File: config.mk
export PLATFORM = sky130hd
export DESIGN_NAME = scan_device_flat
export DESIGN_NICKNAME = d
export VERILOG_FILES = /design/src/logic/scan_port_pkg.sv /design/src/logic/scan_link_if.sv /design/src/logic/scan_sync.sv /design/src/logic/scan_device.sv /design/src/flat_wrapper.sv
export VERILOG_INCLUDE_DIRS = /design/src /design/src/logic
export SDC_FILE = /design/constraint.sdc
export NUM_CORES = 1
export LEC_CHECK = 0
export BUFFER_PORTS_ARGS = -buffer_cell sky130_fd_sc_hd__buf_2
export CORE_MARGIN = 5
export CORE_UTILIZATION = 43
export DETAILED_ROUTE_END_ITERATION = 7
export MAX_ROUTING_LAYER = met4
export SYNTH_ARGS = -nofsm -noshare
export SYNTH_HDL_FRONTEND = slang
export SYNTH_SLANG_ARGS = --single-unit
File: constraint.sdc
create_clock -name sys_clk -period 2.9 [get_ports sys_clk]
set_input_delay 0.58 -clock sys_clk [delete_from_list [all_inputs] [get_ports sys_clk]]
set_output_delay 0.58 -clock sys_clk [all_outputs]
set_load 0.01 [all_outputs]
File: src/logic/scan_port_map.svh
// Constants for the boundary-scan test port and its controller
`ifndef SCAN_PORT_MAP_SVH
`define SCAN_PORT_MAP_SVH
`define IR_LEN          3
`define IR_CAPTURE_PAT  3'h1
`define INSN_EXTEST     3'h0
`define INSN_IDCODE     3'h1
`define INSN_SAMPLE_Z   3'h2
`define INSN_SAMPLE     3'h4
`define INSN_BYPASS     3'h7
`define ID_LEN          32
`define BSR_LEN         89
`define BSR_OE_BIT      88
`define PIN_LEN         88
`define ID_VALUE        32'h1234_5679
`define RESET_TMS_EDGES 3'h5
`define TCK_HALF_CYCLES 4'h5
`define SHIFT_CNT_W     7
`endif

File: src/logic/scan_port_pkg.sv
// Types shared by both ends of the boundary-scan test port
`default_nettype none
package scan_port_pkg;
   typedef enum logic [15:0] {
      TLR  = 16'h0001, RTI  = 16'h0002, SDRS = 16'h0004, CDR  = 16'h0008,
      SDR  = 16'h0010, E1DR = 16'h0020, PDR  = 16'h0040, E2DR = 16'h0080,
      UDR  = 16'h0100, SIRS = 16'h0200, CIR  = 16'h0400, SIR  = 16'h0800,
      E1IR = 16'h1000, PIR  = 16'h2000, E2IR = 16'h4000, UIR  = 16'h8000
   } tap_state_t;

   function automatic tap_state_t tap_next(input tap_state_t s, input logic tms);
      unique case (s)
         TLR:  return tms ? TLR  : RTI;
         RTI:  return tms ? SDRS : RTI;
         SDRS: return tms ? SIRS : CDR;
         CDR:  return tms ? E1DR : SDR;
         SDR:  return tms ? E1DR : SDR;
         E1DR: return tms ? UDR  : PDR;
         PDR:  return tms ? E2DR : PDR;
         E2DR: return tms ? UDR  : SDR;
         UDR:  return tms ? SDRS : RTI;
         SIRS: return tms ? TLR  : CIR;
         CIR:  return tms ? E1IR : SIR;
         SIR:  return tms ? E1IR : SIR;
         E1IR: return tms ? UIR  : PIR;
         PIR:  return tms ? E2IR : PIR;
         E2IR: return tms ? UIR  : SIR;
         UIR:  return tms ? SDRS : RTI;
         default: return TLR;
      endcase
   endfunction
endpackage
`default_nettype wire

File: src/logic/scan_link_if.sv
// Four-wire scan link joining the test controller and the device port
`default_nettype none
interface scan_link_if;
   logic tck;
   logic tms;
   logic tdi;
   logic tdo_o;
   logic tdo_oe;
   // A released line shows the inverse, so a read of an idle wire is never mistaken for data
   wire  tdo = tdo_oe ? tdo_o : ~tdo_o;
   modport device (input tck, tms, tdi, output tdo_o, tdo_oe);
   modport controller (output tck, tms, tdi, input tdo);
endinterface
`default_nettype wire

File: src/logic/scan_sync.sv
// Two-stage synchroniser with rise and fall detection for link inputs
`default_nettype none
module scan_sync
(
   input  wire logic sys_clk,
   input  wire logic sys_rst,
   input  wire logic async_in,
   output logic      level,
   output logic      rise,
   output logic      fall
);
   logic meta_q;
   logic sync_q;
   logic last_q;

   always_ff @(posedge sys_clk)
   begin
      if (sys_rst)
      begin
         meta_q <= 1'b0;
         sync_q <= 1'b0;
         last_q <= 1'b0;
      end
      else
      begin
         meta_q <= async_in;
         sync_q <= meta_q;
         last_q <= sync_q;
      end
   end

   assign level = sync_q;
   assign rise  = sync_q & ~last_q;
   assign fall  = ~sync_q & last_q;
endmodule
`default_nettype wire

File: src/logic/scan_device.sv
// Device end of the boundary-scan port: TAP, instructions, boundary chain
`default_nettype none
`include "scan_port_map.svh"
module scan_device
   import scan_port_pkg::*;
(
   input  wire logic                 sys_clk,
   input  wire logic                 sys_rst,
   scan_link_if.device               link,
   input  wire logic [`PIN_LEN-1:0]  pin_sample,
   output logic      [`PIN_LEN-1:0]  pin_drive,
   output logic                      pin_drive_en,
   output logic                      mem_out_float
);
   logic tck_lvl;
   logic tck_rise;
   logic tck_fall;
   logic tms_lvl;
   logic tdi_lvl;

   scan_sync u_tck (.sys_clk(sys_clk), .sys_rst(sys_rst), .async_in(link.tck),
                    .level(tck_lvl), .rise(tck_rise), .fall(tck_fall));
   scan_sync u_tms (.sys_clk(sys_clk), .sys_rst(sys_rst), .async_in(link.tms),
                    .level(tms_lvl), .rise(), .fall());
   scan_sync u_tdi (.sys_clk(sys_clk), .sys_rst(sys_rst), .async_in(link.tdi),
                    .level(tdi_lvl), .rise(), .fall());

   tap_state_t                   state_q;
   logic [`IR_LEN-1:0]           ir_shift_q;
   logic [`IR_LEN-1:0]           ir_q;
   logic [`ID_LEN-1:0]           id_shift_q;
   logic                         bypass_q;
   logic [`BSR_LEN-1:0]          bsr_shift_q;
   logic [`BSR_LEN-1:0]          bsr_hold_q;
   logic                         tdo_q;
   logic                         tdo_oe_q;
   logic                         tdo_d;
   logic                         sel_bsr;
   logic [`PIN_LEN-1:0]          pin_meta_q;
   logic [`PIN_LEN-1:0]          pin_sync_q;

   // Pin levels come from another domain and pass two flip-flops first
   always_ff @(posedge sys_clk)
   begin
      if (sys_rst)
      begin
         pin_meta_q <= '0;
         pin_sync_q <= '0;
      end
      else
      begin
         pin_meta_q <= pin_sample;
         pin_sync_q <= pin_meta_q;
      end
   end

   // Reserved codes fall to bypass so a stray code never breaks the chain
   function automatic logic uses_bsr(input logic [`IR_LEN-1:0] code);
      return code == `INSN_EXTEST || code == `INSN_SAMPLE_Z || code == `INSN_SAMPLE;
   endfunction

   assign sel_bsr = uses_bsr(ir_q);

   // Five TMS-high edges reach TLR from any state via the graph itself
   always_ff @(posedge sys_clk)
   begin
      if (sys_rst)
         state_q <= TLR;
      else if (tck_rise)
         state_q <= tap_next(state_q, tms_lvl);
   end

   always_ff @(posedge sys_clk)
   begin
      if (sys_rst)
      begin
         ir_shift_q <= `IR_CAPTURE_PAT;
         ir_q       <= `INSN_IDCODE;
      end
      else if (tck_rise)
      begin
         unique case (state_q)
            TLR: ir_q <= `INSN_IDCODE;
            CIR: ir_shift_q <= `IR_CAPTURE_PAT;
            SIR: ir_shift_q <= {tdi_lvl, ir_shift_q[`IR_LEN-1:1]};
            UIR: ir_q <= ir_shift_q;
            default: ;
         endcase
      end
   end

   always_ff @(posedge sys_clk)
   begin
      if (sys_rst)
      begin
         id_shift_q <= '0;
         bypass_q   <= 1'b0;
      end
      else if (tck_rise)
      begin
         if (state_q == CDR)
         begin
            id_shift_q <= `ID_VALUE;
            bypass_q   <= 1'b0;
         end
         else if (state_q == SDR)
         begin
            id_shift_q <= {tdi_lvl, id_shift_q[`ID_LEN-1:1]};
            bypass_q   <= tdi_lvl;
         end
      end
   end

   // Capture keeps the shifted tristate cell so a capture cannot clear it
   always_ff @(posedge sys_clk)
   begin
      if (sys_rst)
         bsr_shift_q <= {1'b1, {`PIN_LEN{1'b0}}};
      else if (state_q == TLR)
         bsr_shift_q[`BSR_OE_BIT] <= 1'b1;
      else if (tck_rise && sel_bsr)
      begin
         if (state_q == CDR)
            bsr_shift_q <= {bsr_shift_q[`BSR_OE_BIT], pin_sync_q};
         else if (state_q == SDR)
            bsr_shift_q <= {tdi_lvl, bsr_shift_q[`BSR_LEN-1:1]};
      end
   end

   // Update latches on the falling test-clock edge as the standard cell does
   always_ff @(posedge sys_clk)
   begin
      if (sys_rst)
         bsr_hold_q <= {1'b1, {`PIN_LEN{1'b0}}};
      else if (state_q == TLR)
         bsr_hold_q[`BSR_OE_BIT] <= 1'b1;
      else if (tck_fall && state_q == UDR && sel_bsr)
         bsr_hold_q <= bsr_shift_q;
   end

   always_comb
   begin
      tdo_d = bypass_q;
      if (state_q == SIR)
         tdo_d = ir_shift_q[0];
      else if (sel_bsr)
         tdo_d = bsr_shift_q[0];
      else if (ir_q == `INSN_IDCODE)
         tdo_d = id_shift_q[0];
   end

   always_ff @(posedge sys_clk)
   begin
      if (sys_rst)
      begin
         tdo_q    <= 1'b0;
         tdo_oe_q <= 1'b0;
      end
      else if (tck_fall)
      begin
         tdo_q    <= tdo_d;
         tdo_oe_q <= state_q == SIR || state_q == SDR;
      end
   end

   assign link.tdo_o  = tdo_q;
   assign link.tdo_oe = tdo_oe_q;

   always_ff @(posedge sys_clk)
   begin
      if (sys_rst)
      begin
         pin_drive     <= '0;
         pin_drive_en  <= 1'b0;
         mem_out_float <= 1'b0;
      end
      else
      begin
         pin_drive     <= bsr_hold_q[`PIN_LEN-1:0];
         pin_drive_en  <= ir_q == `INSN_EXTEST && bsr_hold_q[`BSR_OE_BIT];
         mem_out_float <= ir_q == `INSN_SAMPLE_Z ||
                          (ir_q == `INSN_EXTEST && !bsr_hold_q[`BSR_OE_BIT]);
      end
   end
endmodule
`default_nettype wire

File: src/flat_wrapper.sv
// flat-port wrapper written by rule: the top's interface ports become plain ports
module scan_device_flat import scan_port_pkg::*;
  (sys_clk, sys_rst, pin_sample, pin_drive, pin_drive_en, mem_out_float, link_tck, link_tms, link_tdi, link_tdo_o, link_tdo_oe);
  scan_link_if link_i ();
  input  wire logic sys_clk;
  input  wire logic sys_rst;
  input  wire logic [`PIN_LEN-1:0] pin_sample;
  output logic      [`PIN_LEN-1:0] pin_drive;
  output logic pin_drive_en;
  output logic mem_out_float;
  input wire logic [$bits(link_i.tck)-1:0] link_tck;
  input wire logic [$bits(link_i.tms)-1:0] link_tms;
  input wire logic [$bits(link_i.tdi)-1:0] link_tdi;
  output wire logic [$bits(link_i.tdo_o)-1:0] link_tdo_o;
  output wire logic [$bits(link_i.tdo_oe)-1:0] link_tdo_oe;
  assign link_i.tck = link_tck;
  assign link_i.tms = link_tms;
  assign link_i.tdi = link_tdi;
  assign link_tdo_o = link_i.tdo_o;
  assign link_tdo_oe = link_i.tdo_oe;
  scan_device u_core (.sys_clk(sys_clk), .sys_rst(sys_rst), .link(link_i), .pin_sample(pin_sample), .pin_drive(pin_drive), .pin_drive_en(pin_drive_en), .mem_out_float(mem_out_float));
endmodule
==> results of run 1 <==
-- per-stage QoR --
step                      instances  setup WS [ns]  cell area [sq um]  total power [uW]
after global placement         2584         0.4728              18600              7596
final                          2677         0.3456              20360             14180
after global routing           2677         0.1260              20360             14740
after detailed placement       2584         0.3968              18600              7598
after floorplan                1974         0.7228              17180              7458
after CTS                      2676         0.3579              20350             14390
-- cells by family after synthesis --
| family | count (synthesis) |
|---|---|
| buf+inv | 136 |
| xor+xnor | 7 |
| flops | 507 |
| compound gates | 239 |
| simple gates | 1085 |
-- worst max-delay path: cells and delay by family (launching register included) --
kind / cells / cell delay (ns)
and+or+nand+nor: 4 / 1.29
buffers and inverters: 1 / 0.23
DFF: 1 / 0.38
AOI/OAI and AO/OA: 2 / 0.54
-- sequential cells by signal (all words and copies together), names as in the netlist, 3 cells and up --
register	count
u_core.ir_q	3
u_core.bsr_shift_q	89
u_core.ir_shift_q	3
u_core.bsr_hold_q	89
u_core.id_shift_q	31
u_core.state_q	16
u_core.pin_drive	88
u_core.pin_sync_q	88
u_core.pin_meta_q	88
-- cell type report --
type                    instances  area share
clock inverters                13     0.01026
well taps                     525     0.03227
multi-input cells            1331      0.3158
clock buffers                  79     0.07573
diodes                          1   0.0001229
flip-flops and latches        507      0.4986
inverters                       1   0.0001844
repair buffers                220     0.06700
-- layout by cell type (no fill, tap or decap), types with 6 or more instances in the layout --
cell and instances:
buf_2 183, a22oi_1 8, nor2_1 57, nor3_1 20
buf_4 23, nor2b_1 278, clkbuf_1 12, a21oi_1 209
clkbuf_16 51, nand3_1 7, dfxtp_1 507, clkinv_2 6
buf_12 13, nand2_1 670, o21ai_0 10, nand4_1 8
clkbuf_8 16
-- power groups by stage --
stage | logic, uW | clock network [uW] | registers (uW)
6_report | 321 | 6740 | 7120
5_1_grt | 358 | 7250 | 7130
4_1_cts | 327 | 6940 | 7120
3_5_place_dp | 324 | 0 | 7270
3_3_place_gp | 322 | 0 | 7270
2_1_floorplan | 201 | 0 | 7260
-- final timing paths --
path	start	end	slack (ns)	depth (start not counted)
min	pin_sample[22]	u_core.pin_meta_q[22]	0.21	2
min reg2reg	u_core.pin_meta_q[43]	u_core.pin_sync_q[43]	0.42	1
max	u_core.state_q[15]	u_core.bsr_shift_q[12]	0.35	7
max reg2reg	u_core.state_q[15]	u_core.bsr_shift_q[12]	0.35	7
-- per-layer routing --
| layer | vias up | track usage | wire length [microns] | share of wire |
|---|---|---|---|---|
| met5 | - | - | 0 | 0 |
| met4 | 0 | 0.04568 | 782 | 0.021 |
| met3 | 65 | 0.03916 | 1996 | 0.054 |
| met2 | 257 | 0.2642 | 16930 | 0.46 |
| met1 | 5769 | 0.2251 | 17130 | 0.46 |
| li1 | 6517 | - | - | - |
==> impl_metrics.ini, run 1 <==
[synthesis]
netlist_area_sq_um = 17180
synth_edf_count = 0
ys_ff_latch = 507
yosys.area.top_type_share = 0.5910
syn_area_per_cell_sq_um = 8.701
synthMuxAreaShare = 0
synthCells = 1974
async_flop_share = 0
yosys_warnings = 0
synth_commonest_cells = 670 x nand2_1, 507 x dfxtp_1, 278 x nor2b_1
synth_area_leaders = dfxtp_1 59%, nand2_1 15%, nor2b_1 10%, a21oi_1 6.1%, clkbuf_1 1.9%
synth_xor_area_frac = 0.003570
synthSimpleGateAreaFrac = 0.2961
seq_area_frac_synth = 0.5910
synth_compound_area_frac = 0.07336
synth_top_cell_by_area = dfxtp_1
synth_nets = 2067
ys_types = 51
synth.most_common_cell = nand2_1
ys.flop_type = dfxtp_1
synth_top_family_by_area = simple AND/OR/NAND/NOR gates
post_synth_fa_ha_maj_area_fraction = 0

[floorplan]
start_util = 0.4333
die_w_microns = 209.9
die_area_sq_um = 44040
io_pins = 185
coreArea_sq_um = 39640
die_y_microns = 209.9
fp-row-count = 73

[critical_path]
cpPeakStageDelay_ns = 0.55
cp-end-kind = flip-flop
path_max_fanout = 32
path_class = flip-flop to flip-flop
start_kind = flip-flop
cp.required_ns = 3.40
cp_data_arrival_time_ns = 3.05
path_cells = nor4_2 -> nand4_1 -> nor3b_2 -> a211o_4 -> buf_12 -> nand2_1 -> a21oi_1
slowest_stage = nor4_2

[clocking]
cts_made_buffers = 51
cts_tree = yes
cts.sink_count = 507
cts_setup_buffers = 0
clk_latency_ns = 0.58
ctsResizeCount = 0
postCtsHoldBufs = 0
cts_max_path_buffers = 3
cts-htree-levels = 2
cts_root_buf = clkbuf_16
clk_pin_slew_ns = 0.06

[drt]
postRouteAntennaNets = 0
drt_iter0_markers = 766
via_per_inst = 4.710
routed_wl_mm = 36.84
dr.pass1.iters = 5
drc = 0
detail_route.wl_per_cell_microns = 13.76
vias = 12610

[power]
p_sw_frac = 0.2014
cellInternalPower_uw = 11320
power_frac_seq = 0.502
power_leakage_uw = 0.008163
cellPowerDensity_nw_per_um2 = 696.5
pwr-share-comb = 0.023
power_frac_clock = 0.475
peakVddDrop_uv = 412.4
net-switching-power_uw = 2855

[sta]
rsz0062_at_grt = no
fmax_ghz = 0.3915
tightest_slew_ns = 1.040
max_slew_margin = 0.3066
fin_tns_setup_ns = 0
layout_min_cycle_time_ns = 2.554
min_period_over_period = 0.8808
hold_slack_ns = 0.2069
skew_ns = 0.02263
finalSetupViolations = 0
slew_viol_final = 0
hold_viol = 0

[layout]
fin_util = 0.5135
seq_area_sq_um = 10150
multi_input_area_sq_um = 6429
layout-drive-gt1-share = 0.1492
n_fill_cell = 3760
syn_to_final_growth_pct = 18.52
finalNetCount = 2205

[global_routing]
antenna_found_initial = 1
grt_pass1_vias = 12290
grt_usage = 0.1700
grt_pass1_wl_mm = 61.44
grt_max_degree = 91
grt_overflow = 0

[outcome]
run_status = finished clean

[place]
gp_routability_congestion = 0.8920
hpwl_mm = 22.80
port_buffers = 184

[flow_run]
cap_violations = 0

[hold_path]
min_path_type = input pin to flip-flop
Power figures use the tool's default switching activity.
==> inputs of run 2 (changes only) <==
==> constraint.sdc (replaced) <==
create_clock -name sys_clk -period 2.9 [get_ports sys_clk]
set_input_delay 0.29 -clock sys_clk [delete_from_list [all_inputs] [get_ports sys_clk]]
set_output_delay 0.29 -clock sys_clk [all_outputs]
set_load 0.01 [all_outputs]
==> run 2 against run 1 <==
Compared with the run above:
- cell area up 4.7%
- final cell count increased by 3.4%
- register-to-register slack is essentially flat
- clock-buffer cell count down 13
- largest power group unchanged
- first-iteration DRC count is 15% lower
- non-clock buffer count is 90 higher
- clock power up 3.6%
- critical path type unchanged
- worst hold slack lost 0.0073 ns
==> impl_metrics.ini, run 2 (synthesis gave the netlist of run 1 again) <==
[layout]
layout-drive-gt1-share = 0.1458
final_area_sq_um = 21310
layout_common_cells = 670 x nand2_1, 507 x dfxtp_1, 278 x nor2b_1
final_common_cell = nand2_1
multi_input_area_sq_um = 6429
seq_area_sq_um = 10150
fin_util = 0.5375
finalNetCount = 2295
final_cells = 2768
largestRegisters = u_core.bsr_hold_q x89, u_core.bsr_shift_q x89
antenna_cells = 0
n_fill_cell = 3673
syn_to_final_growth_pct = 24.05

[sta]
fmax_ghz = 0.3934
finalSetupViolations = 0
skew_ns = 0.01064
fin_tns_setup_ns = 0
slew_viol_final = 0
min_period_over_period = 0.8765
layout_min_cycle_time_ns = 2.542
worst_slack_ns = 0.3581
tightest_slew_ns = 0.7207
rsz0062_at_grt = no
hold_viol = 0
max_slew_margin = 0.5195

[drt]
detail_route.wl_per_cell_microns = 13.81
dr.pass1.iters = 5
routed_wl_mm = 38.22
drt_iter0_markers = 649
postRouteAntennaNets = 0
vias = 12970
via_per_inst = 4.686
drc = 0

[clocking]
cts_tree = yes
cts_made_buffers = 51
cts.sink_count = 507
cts-htree-levels = 2
cts_setup_buffers = 0
clk_pin_slew_ns = 0.06
cts_root_buf = clkbuf_16
clk_latency_ns = 0.58
postCtsHoldBufs = 91
cts_max_path_buffers = 3
ctsResizeCount = 0

[critical_path]
slowest_stage = nor4_2
rr_worst_depth = 7
path_class = flip-flop to flip-flop
start_kind = flip-flop
r2r_start = u_core.state_q[15]
critPathMostFrequentCell = buf_4
cp_data_arrival_time_ns = 2.99
cp-end-kind = flip-flop
rr_endpoint = u_core.bsr_hold_q[22]
path_cells = nor4_2 -> buf_4 -> nand3_4 -> or3_4 -> buf_4 -> nand2_1 -> a21oi_1
cp-startpoint = u_core.state_q[15]
rrSetupSlack_ns = 0.36
path_max_fanout = 29
cp.required_ns = 3.35
cpPeakStageDelay_ns = 0.62

[floorplan]
io_pins = 185
die_area_sq_um = 44040
die_w_microns = 209.9
start_util = 0.4333
fp-row-count = 73
coreArea_sq_um = 39640
die_y_microns = 209.9

[global_routing]
grt_pass1_wl_mm = 63.32
grt_usage = 0.1753
antenna_found_initial = 0
grt_max_degree = 111
grt_overflow = 0
grt_pass1_vias = 12480

[place]
placed_area_sq_um = 18580
hpwl_mm = 22.60
gp_routability_congestion = 0.8168
dp.cells = 2583
port_buffers = 184
dp_slack_ns = 0.3690

[power]
cellPowerDensity_nw_per_um2 = 681.3
power_leakage_uw = 0.008567
peakVddDrop_uv = 450.9

[hold_path]
hold_end = u_core.pin_meta_q[50]
min_path_type = input pin to flip-flop
min_from = sys_rst
min_path_cells = 2

[outcome]
run_status = finished clean

[flow_run]
cap_violations = 0
[run 2: changes by cell type in the layout (fill, tap and decap cells not counted)]
cell	change
diode_2	-1
clkinvlp_4	+2
buf_12	-1
clkbuf_16	+1
clkinv_8	+1
clkinv_2	+8
dlygate4sd3_1	+91
clkbuf_8	-9
clkbuf_1	-5
inv_16	-1
inv_6	+1
bufinv_16	+4
[run 2: critical path, delay by kind of cell, from the launching register on]
kind	cells	cell delay (ns)
AOI/OAI and AO/OA	1	0.06
buffers and inverters	2	0.53
and+or+nand+nor	4	1.43
DFF	1	0.38
[run 2: final cells by class]
class / count / area share
Multi-Input combinational cell: 1331 / 0.3017
Clock inverter: 28 / 0.01826
Clock buffer: 66 / 0.06683
Inverter: 1 / 0.0001762
Sequential cell: 507 / 0.4764
Timing Repair Buffer: 310 / 0.1058
Tap cell: 525 / 0.03083
[run 2: worst max-delay path by stage]
stage,end,slack [ns],cells after the start
after global placement,u_core.bsr_hold_q[18],0.43,7
after global routing,u_core.bsr_shift_q[46],0.19,7
after detailed placement,u_core.bsr_hold_q[16],0.37,7
final,u_core.bsr_hold_q[22],0.36,7
after floorplan,u_core.bsr_shift_q[67],0.72,10
after CTS,u_core.bsr_hold_q[20],0.36,7
[run 2: power by group]
group          switching [uW]  internal [uW]  leakage (uW)
registers                34.6           7080       0.00412
clock network            2710           4270      0.000898
logic                     196            217       0.00355
[run 2: per-layer routing]
layer  vias up  global-route usage  wire length (microns)
met5         -                   -                      0
met4         0             0.04973                    933
met3        67             0.03453                   1667
met2       231              0.2766                  17510
met1      5982              0.2313                  18110
li1       6691                   -                      -
[run 2: stage by stage]
stage,power [uW],hold slack (ns)
after global placement,7590,0.4161
after floorplan,7458,0.4138
after CTS,14720,0.1890
after detailed placement,7592,0.4204
final,14520,0.1996
after global routing,15040,0.2214
==> inputs of run 3 (changes only) <==
==> constraint.sdc (replaced) <==
create_clock -name sys_clk -period 3.1 [get_ports sys_clk]
set_input_delay 0.31 -clock sys_clk [delete_from_list [all_inputs] [get_ports sys_clk]]
set_output_delay 0.31 -clock sys_clk [all_outputs]
set_load 0.01 [all_outputs]
==> run 3 against run 2 <==
Compared with the run above:
- maximum frequency shrank 7.2%
- sequential power shrank 6.5%
- critical path depth shrank 1
- setup slack gained 0.0016 ns
- non-clock buffer count shrank 13
- total power shrank 7.6%
- sequential share of layout area grew 0.38 points
- register-to-register slack is essentially flat
- via count shrank 0.68%
- combinational power shrank 7.0%
- clock skew grew 0.011 ns
- first-iteration DRC count grew 14%
==> impl_metrics.ini, run 3 (synthesis gave the netlist of run 1 again) <==
[layout]
final_area_sq_um = 21140
final_common_cell = nand2_1
syn_to_final_growth_pct = 23.06
final_cells = 2754
layout_common_cells = 670 x nand2_1, 507 x dfxtp_1, 278 x nor2b_1
largestRegisters = u_core.bsr_hold_q x89, u_core.bsr_shift_q x89
antenna_cells = 0
fin_util = 0.5332
finalNetCount = 2282
layout-drive-gt1-share = 0.1373
n_fill_cell = 3676

[sta]
slew_viol_final = 0
skew_ns = 0.02135
finalSetupViolations = 0
fin_tns_setup_ns = 0
min_period_over_period = 0.8839
rsz0062_at_grt = no
tightest_slew_ns = 1.135
layout_min_cycle_time_ns = 2.740
hold_viol = 0
fmax_ghz = 0.3649
max_slew_margin = 0.2432

[power]
cellPowerDensity_nw_per_um2 = 634.8
peakVddDrop_uv = 398.8
power_leakage_uw = 0.008465

[critical_path]
path_cells = nor4_2 -> buf_4 -> nand3_4 -> or3_4 -> nand2_1 -> a21oi_1
slowest_stage = or3_4
start_kind = flip-flop
rrSetupSlack_ns = 0.36
cp-end-kind = flip-flop
cpPeakStageDelay_ns = 0.81
cp_data_arrival_time_ns = 3.19
path_max_fanout = 89
cp.required_ns = 3.55
path_class = flip-flop to flip-flop
rr_worst_depth = 6

[hold_path]
min_path_cells = 2
min_path_type = input pin to flip-flop

[place]
gp_routability_congestion = 0.8167
port_buffers = 184
hpwl_mm = 21.42
dp.cells = 2571
placed_area_sq_um = 18460

[drt]
dr.pass1.iters = 5
postRouteAntennaNets = 0
routed_wl_mm = 37.76
drt_iter0_markers = 737
detail_route.wl_per_cell_microns = 13.71
drc = 0
vias = 12880
via_per_inst = 4.678

[floorplan]
start_util = 0.4333
fp-row-count = 73
die_y_microns = 209.9
io_pins = 185
die_w_microns = 209.9
die_area_sq_um = 44040
coreArea_sq_um = 39640

[global_routing]
grt_pass1_vias = 12260
antenna_found_initial = 0
grt_max_degree = 97
grt_pass1_wl_mm = 61.91
grt_overflow = 0
grt_usage = 0.1715

[outcome]
run_status = finished clean

[clocking]
cts_root_buf = clkbuf_16
ctsResizeCount = 0
cts_setup_buffers = 0
cts.sink_count = 507
cts_max_path_buffers = 3
cts_made_buffers = 51
clk_latency_ns = 0.58
cts-htree-levels = 2
clk_pin_slew_ns = 0.06
cts_tree = yes

[flow_run]
cap_violations = 0
run 3: power breakdown:
| part | total, uW | switching (uW) | internal, uW |
|---|---|---|---|
| Sequential | 6660 | 31.4 | 6630 |
| Clock | 6370 | 2450 | 3920 |
| Combinational | 384 | 182 | 202 |
| Total | 13400 | 2660 | 10800 |
run 3: final cells by class:
type / count / area [sq um] / area share
sequential: 507 / 10150 / 0.4802
multi-input combinational: 1331 / 6429 / 0.3042
timing repair buffer: 297 / 2117 / 0.1002
clock buffer: 80 / 1548 / 0.07323
tap: 525 / 656.9 / 0.03108
clock inverter: 13 / 232.7 / 0.01101
inverter: 1 / 3.754 / 0.0001776
run 3: metal layers:
layer / track usage / share of wire
met1: 0.2267 / 0.47
met2: 0.2731 / 0.46
met3: 0.03064 / 0.046
met4: 0.04748 / 0.020
met5: - / 0
run 3: metrics by stage:
| stage | hold WS (ns) | total power (uW) | worst slack (ns) |
|---|---|---|---|
| floorplan | 0.4138 | 6977 | 0.9228 |
| global placement | 0.4170 | 7099 | 0.4771 |
| detailed placement | 0.4218 | 7100 | 0.3898 |
| CTS | 0.0006637 | 13610 | 0.3712 |
| global route | 0.000008105 | 13910 | 0.1944 |
| finish | 0.03474 | 13420 | 0.3598 |
run 3: critical path, delay by kind of cell, from the launching register on:
kind	cells	cell delay [ns]
and+or+nand+nor	4	1.81
DFF	1	0.38
buffers and inverters	1	0.29
AOI/OAI and AO/OA	1	0.09
run 3: timing repair:
action | CTS | global route
endpoints found under the setup margin | 0 | 0
hold buffers | 90 | 0
endpoints found under the hold margin | 90 | 0
run 3: worst paths after layout:
path                          from                    end
min                 pin_sample[44]  u_core.pin_meta_q[44]
max reg2reg     u_core.state_q[15]  u_core.bsr_hold_q[73]
max             u_core.state_q[15]  u_core.bsr_hold_q[73]
min reg2reg  u_core.pin_meta_q[16]  u_core.pin_sync_q[16]
